===== src/inc/pddr_pkg.sv =====
package pddr_pkg;
  localparam int PORT_WIDTH = 8;
  // register selects on the cpu byte port
  localparam logic [0:0] SEL_OUTPUT_LATCH = 1'h0;
  localparam logic [0:0] SEL_DIRECTION = 1'h1;
  localparam logic [7:0] LATCH_RESET = 8'h00;
  localparam logic [7:0] DIRECTION_RESET = 8'h00;
  localparam logic [7:0] DIRECTION_READ_VALUE = 8'hff;
  localparam logic [7:0] READ_DATA_RESET = 8'h00;

  typedef struct packed {
    logic valid;
    logic write;
    logic [0:0] select;
    logic [7:0] data;
  } pddr_access_t;

  typedef struct packed {
    logic [7:0] pinOut;
    logic [7:0] pinOutEnable;
  } pddr_pins_t;

  typedef struct packed {
    logic [7:0] portOutputLatch;
    logic [7:0] portDirectionControl;
    logic [7:0] readData;
    logic readValid;
    pddr_pins_t pins;
  } pddr_state_t;
endpackage : pddr_pkg


===== src/hdl/pddr_port.sv =====
`timescale 1ns/1ps
`default_nettype none

// Notes on behaviour
// - data read returns pin level for each bit configured as input
// - data read returns latch value for each bit configured as output
// - direction register is write-only; reading it returns all ones
// - direction bit zero makes pin input, one makes it output
// - output pin drives its latch bit level
// - data write stores all eight bits, input pins included
// - reset clears all direction bits so every pin starts as input
module pddr_port
#(
  parameter int WIDTH = pddr_pkg::PORT_WIDTH
)
(
  input wire logic sys_clk,
  input wire logic reset,
  input wire pddr_pkg::pddr_access_t access,
  input wire logic [7:0] pinIn,
  output logic [7:0] readData,
  output logic readValid,
  output pddr_pkg::pddr_pins_t pins
);
  import pddr_pkg::*;

  // one cpu byte access, split by target and kind
  typedef struct packed {
    logic writeLatch;
    logic writeDirection;
    logic readLatch;
    logic readDirection;
  } pddr_decode_t;

  pddr_state_t state;
  pddr_state_t next_state;
  pddr_decode_t decoded;
  logic [WIDTH-1:0] portRead;
  logic [WIDTH-1:0] nextLatch;
  logic [WIDTH-1:0] nextDirection;

  // carriers are one byte wide, no other width is served
  if (WIDTH != PORT_WIDTH)
  begin : gen_check_width
    $error("pddr_port: WIDTH must equal the carrier width");
  end

  // the two targets must decode apart
  if (SEL_OUTPUT_LATCH == SEL_DIRECTION)
  begin : gen_check_select
    $error("pddr_port: latch and direction selects collide");
  end

  // every pin must come out of reset as an input
  if (DIRECTION_RESET != '0)
  begin : gen_check_dir_reset
    $error("pddr_port: direction reset must leave all pins input");
  end

  // the direction read must come back as all ones
  if (DIRECTION_READ_VALUE != '1)
  begin : gen_check_dir_read
    $error("pddr_port: direction read value must be all ones");
  end

  function automatic logic accessHits(
    input pddr_access_t req,
    input logic isWrite,
    input logic [0:0] sel
  );
    accessHits = req.valid && (req.write == isWrite)
      && (req.select == sel);
  endfunction : accessHits

  function automatic pddr_decode_t decodeAccess(
    input pddr_access_t req
  );
    pddr_decode_t result;
    result.writeLatch = accessHits(req, 1'b1, SEL_OUTPUT_LATCH);
    result.writeDirection = accessHits(req, 1'b1, SEL_DIRECTION);
    result.readLatch = accessHits(req, 1'b0, SEL_OUTPUT_LATCH);
    result.readDirection = accessHits(req, 1'b0, SEL_DIRECTION);
    decodeAccess = result;
  endfunction : decodeAccess

  // read answer for the decoded access; keeps the old one when idle
  function automatic logic [7:0] readback(
    input pddr_decode_t dec,
    input logic [7:0] portValue,
    input logic [7:0] heldValue
  );
    logic [1:0] kind;
    kind = {dec.readDirection, dec.readLatch};
    unique case (kind)
      2'h1:
      begin
        readback = portValue;
      end
      2'h2:
      begin
        // direction contents never reach the read path
        readback = DIRECTION_READ_VALUE;
      end
      default:
      begin
        readback = heldValue;
      end
    endcase
  endfunction : readback

  assign decoded = decodeAccess(access);

  for (genvar pinIdx = 0; pinIdx < WIDTH; pinIdx++)
  begin : gen_pin
    logic driven;
    logic latchBit;
    logic padBit;
    logic dataBit;

    assign driven = state.portDirectionControl[pinIdx];
    assign latchBit = state.portOutputLatch[pinIdx];
    assign padBit = pinIn[pinIdx];
    assign dataBit = access.data[pinIdx];

    // input pins show the pad, output pins their latch bit
    assign portRead[pinIdx] = driven ?
      latchBit : padBit;

    // a byte write lands in every latch bit, driven or not
    assign nextLatch[pinIdx] = decoded.writeLatch ?
      dataBit : latchBit;

    // a one in the direction bit turns the pad driver on
    assign nextDirection[pinIdx] = decoded.writeDirection ?
      dataBit : driven;
  end

  always_comb
  begin
    next_state = state;

    next_state.portOutputLatch = nextLatch;
    next_state.portDirectionControl = nextDirection;

    next_state.readValid = decoded.readLatch || decoded.readDirection;
    next_state.readData = readback(decoded, portRead, state.readData);

    // pads follow the registers they mirror
    next_state.pins.pinOutEnable = nextDirection;
    next_state.pins.pinOut = nextLatch;
  end

  always_ff @(posedge sys_clk)
  begin
    if (reset)
    begin
      state.portOutputLatch <= LATCH_RESET;
      state.portDirectionControl <= DIRECTION_RESET;
      state.readData <= READ_DATA_RESET;
      state.readValid <= 1'b0;
      state.pins.pinOut <= LATCH_RESET;
      state.pins.pinOutEnable <= DIRECTION_RESET;
    end
    else
    begin
      state <= next_state;
    end
  end

  assign readData = state.readData;
  assign readValid = state.readValid;
  assign pins = state.pins;
endmodule : pddr_port

`default_nettype wire


===== config.mk =====
export PLATFORM = sky130hd
export DESIGN_NAME = pddr_port
export DESIGN_NICKNAME = d
export VERILOG_FILES = /design/src/inc/pddr_pkg.sv /design/src/hdl/pddr_port.sv
export SDC_FILE = /design/constraint.sdc
export NUM_CORES = 1
export LEC_CHECK = 0
export BUFFER_PORTS_ARGS = -buffer_cell sky130_fd_sc_hd__buf_2
export CAP_MARGIN = 10
export CELL_PAD_IN_SITES_DETAIL_PLACEMENT = 0
export CELL_PAD_IN_SITES_GLOBAL_PLACEMENT = 1
export CORE_MARGIN = 3
export CORE_UTILIZATION = 32
export CTS_CLUSTER_SIZE = 14
export DETAILED_ROUTE_END_ITERATION = 10
export GPL_TIMING_DRIVEN = 1
export PLACE_DENSITY_LB_ADDON = 0.1
export SYNTH_ARGS = -nofsm -noshare
export SYNTH_HDL_FRONTEND = slang
export SYNTH_SLANG_ARGS = --single-unit

===== constraint.sdc =====
create_clock -name sys_clk -period 1.67 [get_ports sys_clk]
set_input_delay 0.2505 -clock sys_clk [delete_from_list [all_inputs] [get_ports sys_clk]]
set_output_delay 0.2505 -clock sys_clk [all_outputs]
set_load 0.05 [all_outputs]

; ---- After elaboration in Yosys (flattened, before gate mapping)
; Index checks and enable logic that the tools add are counted.
[totals]
regBits = 25
latchBits = 0
ramBits = 0
mem_bits_ro = 0
in_bits = 21
mem_count = 0
[op_classes]
addsub = 0
mul = 0
n_div = 0
magnitude_cmp = 0
n_eq_ne = 2
shifts = 0
n_mux = 9
n_bitwise = 2
n_reduce_logical = 8
[op_table]
columns = cell, count
row1 = $pmux 8 s2, 1
row2 = $mux 1, 8
row3 = $logic_and 1x1->1, 6
row4 = $eq 2x1->1 const B, 1
row5 = $eq 2x2->1 const B, 1
row6 = $not 1->1, 2
row7 = $reduce_bool 2->1, 1
row8 = $logic_or 1x1->1, 1

; ---- Depth between registers and ports, before layout
[depth]
ltp_word = 5
mapped_depth = 6
mapped_depth_nobuf = 4

; ---- Worst setup path before layout
; OpenSTA, ideal clock, no wires.
[synth_path]
path_type = input -> register
startpoint = in access[8] in the netlist's numbering
endpoint = reg, netlist name readData[4]
setup_time_ns = 0.079
arrival_ns = 1.536
t_required_ns = 1.591
slack_ns = 0.055
path_stages = 6
cell_sequence = or3b_2 > ha_1 > buf_2 > and2_4 > buf_6 > a211oi_2
[synth_between]
elab_chain_len = 4
elab_cells_between_ends = 7
[synth_rtl]
columns = item, line
row1 = from (decl), pddr_port.sv:19  ; input wire pddr_pkg::pddr_access_t access,
row2 = $not 1->1, pddr_port.sv:72  ; && (req.select == sel);
row3 = $logic_and 1x1->1, pddr_port.sv:72
row4 = $eq 2x2->1 / $eq 2x1->1 (equally long branches), pddr_port.sv:94  ; unique case (kind)
row5 = $pmux 8 s2 / $reduce_bool 2->1 (equally long branches), --
; Parallel ways exist; a longest one is shown, timed or not.
; A chain may end at the register's enable or synchronous reset.

; ---- Worst setup path in the final report
[layout_path]
startpoint = in access[8] in the netlist's numbering
endpoint = reg, netlist name readData[5]
[layout_between]
elab_chain_len = 4
elab_cells_between_ends = 7
[layout_rtl]
columns = item, line
row1 = $not 1->1, pddr_port.sv:72
row2 = $logic_and 1x1->1, pddr_port.sv:72
row3 = $eq 2x2->1 / $eq 2x1->1 (equally long branches), pddr_port.sv:94
row4 = $pmux 8 s2 / $reduce_bool 2->1 (equally long branches), --
; Parallel ways exist; a longest one is shown, timed or not.

==> results by stage <==
Status:
- The flow ran to the end, and the final reports show no timing, DRC or antenna violations.

Setup path:
- The maximum fanout encountered on the critical timing path is 8.
- The depth of the most critical reg-to-reg path is 2.
- In this run the critical register-to-register path is captured at readData[3].
- The signal on the critical path passes through buf_2, or3b_2, ha_1, buf_4, nor2_1, a211oi_2.
- The peak per-stage delay on the critical path is 460 ps.
- In this run the critical register-to-register path is launched from gen_pin[3].driven.
- The startpoint type of the worst setup path is a primary input.
- In this run the worst setup path begins at access[8].
- The capture point of the critical path is readData[5].
- The required time of the critical path is 1860 ps.
- Data arrives at the worst endpoint at 1470 ps.
- The worst register-to-register path has a setup slack of 800 ps.
- The slowest cell on the critical path is sky130_fd_sc_hd__or3b_2.
- The critical path class is primary input to register.
- The capturing element type of the critical path is a register.

Power:
- The total leakage power is 0.707 nW.
- The peak ir drop on the vdd network is 0.000277 V.
- Dividing total power by cell area gives a power density of 880 mW/mm^2.

Drt:
- In the final routed layout, each cell accounts on average for 12.0 um.
- Across all layers, the routed design uses 827 vias.
- Dividing the detail-routed via count by the number of cells gives 4.38.
- For this block, the initial DRC count from the detailed router was 26.
- For this block, the routed nets add up to 2260 um of wire.
- The detail route stage leaves a number of antenna-violating nets equal to 0.
- In the routed design, unresolved DRC markers number 0.
- The first-pass detailed-route iteration total is 4.

Clock tree:
- Post-CTS timing repair inserted 0 buffers for setup.
- After clock tree synthesis, the clock-pin slew on the worst setup and hold paths is 130 ps.
- CTS built an H-tree with a depth of 1.
- Counting the buffers created by CTS gives 3.
- For this design, the CTS-stage hold fixing added 0 buffers.
- The clock net in this run drives a total of 25 sinks.
- The clock tree from TritonCTS is yes.
- Post-CTS repair changed the size of 0 cells.
- The later pin in the worst-skew pair is clocked with a latency of 310 ps.
- The CTS root buffer is sky130_fd_sc_hd__clkbuf_4.
- The longest clock path from root to sink contains 2 buffers.

Finish:
- The number of antenna diodes in the final layout is 0.
- The net count of the finished layout is 166.
- Leaving out fill and tap cells, the most frequent cells in the layout are 45 x sky130_fd_sc_hd__buf_2, 25 x sky130_fd_sc_hd__nor2_1, 25 x sky130_fd_sc_hd__dfxtp_1.
- The filler-free cell count of the finished design is 189.
- Leaving out fill and tap cells, the most frequent cell in the layout is sky130_fd_sc_hd__buf_2.
- The count of filler cells inserted in the layout is 372.
- The synthesis-to-layout area growth is 17.1%.
- The fraction of layout instances using a drive strength above 1 is 46.2%.

Global route:
- The via count of the first global-routing pass was 710.
- For this run, the total global-route usage over all layers was measured as 10.4%.
- Entering global routing, the biggest net connects 26 pins.
- The wire length of the first global-routing pass is 3420 um.
- The total overflow left after global routing is 0.
- The number of antenna violations at the first check in global routing is 0.

Logic synthesis:
- The sequential area share after synthesis is 43.2%.
- The count of synthesis-stage warnings from yosys is 0.
- The count of unique library cells instantiated by Yosys is 15.
- Counting every instance in the synthesized netlist gives 110.
- The synthesized design contains 25 register bits.
- The number of nets in the synthesized netlist is 132.
- The average footprint of a synthesized cell is 10.5 um^2.
- After synthesis the cells add up to 0.00116 mm^2.

Floorplanning:
- The site row count is 21.
- The region available for standard cell placement spans 0.00342 mm^2.
- The total die area is 0.00438 mm^2.
- The vertical die dimension is 66.2 um.
- The die is 66.2 um wide.
- The I/O pin total is 46.
- The starting density of the core is 33.9%.

Timing:
- The final setup skew is 1.82 ps.
- After routing, the total negative slack on setup checks comes to 0 ps.
- At the pin with the least slew margin, the transition time is 539 ps.
- Setup repair after global routing left no endpoint under its margin.
- The final critical path takes up 76.7% of the cycle.
- The relative max-transition margin is 64.1%.
- The worst path in the final design needs a cycle of 1280 ps, including I/O delays and setup.
- The total count of max-transition violations in the final report is 0.
- Setup violations remaining at the end of the flow were counted as 0.
- The maximum achievable frequency is 0.781 GHz.
- The final hold violation count came to 0.

Flow run:
- Max-cap violations in this run came to 0.

Placement:
- The count of placed standard cells including taps is 185.
- Once detailed placement completed, the half-perimeter wirelength came to 1700 um.
- The count of buffers inserted at the top-level ports is 45.
- The congestion estimate from routability-driven global placement came to 0.596.

Hold path:
- The min-delay analysis places its worst path in the category primary input to register.
[cell families (layout without fill, tap and decap cells)]
group | Yosys count | in the layout | share of synthesized area (%)
compound gates | 8 | 8 | 8.64
flops | 25 | 25 | 43.2
fa+ha+maj | 1 | 1 | 1.08
simple gates | 30 | 30 | 12.9
buf+inv | 22 | 55 | 13.5
mux | 24 | 24 | 20.7
[stage by stage]
stage	setup slack [ps]	hold WS [ps]	utilization (%)	instance area, um^2	total power [mW]
after floorplan	55.0	394	-	1160	0.885
after global placement	63.7	497	38.9	1330	0.946
after detailed placement	49.7	503	38.9	1330	0.949
after CTS	396	166	39.7	1360	1.22
after global routing	364	161	39.7	1360	1.27
final	389	178	39.7	1360	1.19
[state kept, by name (all words and copies together) (netlist names)]
signal	flops
gen_pin.latchBit	8
readData	8
readValid	1
gen_pin.driven	8
[Yosys cell counts]
master,count,area [um^2]
sky130_fd_sc_hd__nor2_1,25,93.8
sky130_fd_sc_hd__and2_4,1,8.76
sky130_fd_sc_hd__buf_1,1,3.75
sky130_fd_sc_hd__nand3b_1,1,7.51
sky130_fd_sc_hd__ha_1,1,12.5
sky130_fd_sc_hd__nand3b_4,1,20.0
sky130_fd_sc_hd__buf_4,17,128
sky130_fd_sc_hd__clkbuf_1,1,3.75
sky130_fd_sc_hd__mux2i_1,24,240
sky130_fd_sc_hd__buf_2,2,10.0
sky130_fd_sc_hd__nand3_2,1,10.0
sky130_fd_sc_hd__a211oi_2,8,100
sky130_fd_sc_hd__dfxtp_1,25,500
sky130_fd_sc_hd__or3b_2,1,8.76
sky130_fd_sc_hd__buf_6,1,11.3
[how the worst min path moves through the flow]
stage | start | slack, ps | endpoint | cells after the start
3_3_place_gp | access[3] | 500 | gen_pin[3].driven | 3
5_1_grt | access[3] | 160 | gen_pin[3].driven | 3
4_1_cts | access[2] | 170 | gen_pin[2].driven | 3
2_1_floorplan | access[0] | 390 | gen_pin[0].driven | 2
3_5_place_dp | access[3] | 500 | gen_pin[3].driven | 3
6_report | access[7] | 180 | gen_pin[7].latchBit | 3
[report_power, final]
group | internal, mW | switching [mW]
sequential | 0.627 | 0.0191
combinational | 0.0934 | 0.192
clock | 0.0931 | 0.169
[critical path, delay by kind of cell]
kind | cells | cell delay [ps]
compound gates | 1 | 50
fa+ha+maj | 1 | 300
buf+inv | 2 | 270
simple gates | 2 | 590
[area by class of cell]
class | count | area [um^2] | share of cell area (%)
multi-input cells | 63 | 502 | 37.0
clock buffers | 4 | 26.3 | 1.94
well taps | 46 | 57.6 | 4.24
repair buffers | 51 | 270 | 19.9
flip-flops and latches | 25 | 500 | 36.9
[layer usage]
layer	global-route usage, %	share of wire, %	up-vias
met5	0	0	-
met3	2.55	7.7	2
met2	15.0	45	27
li1	-	-	423
met4	3.81	0.57	0
met1	14.8	47	375
Note: power is estimated with default switching activity, not from simulation.
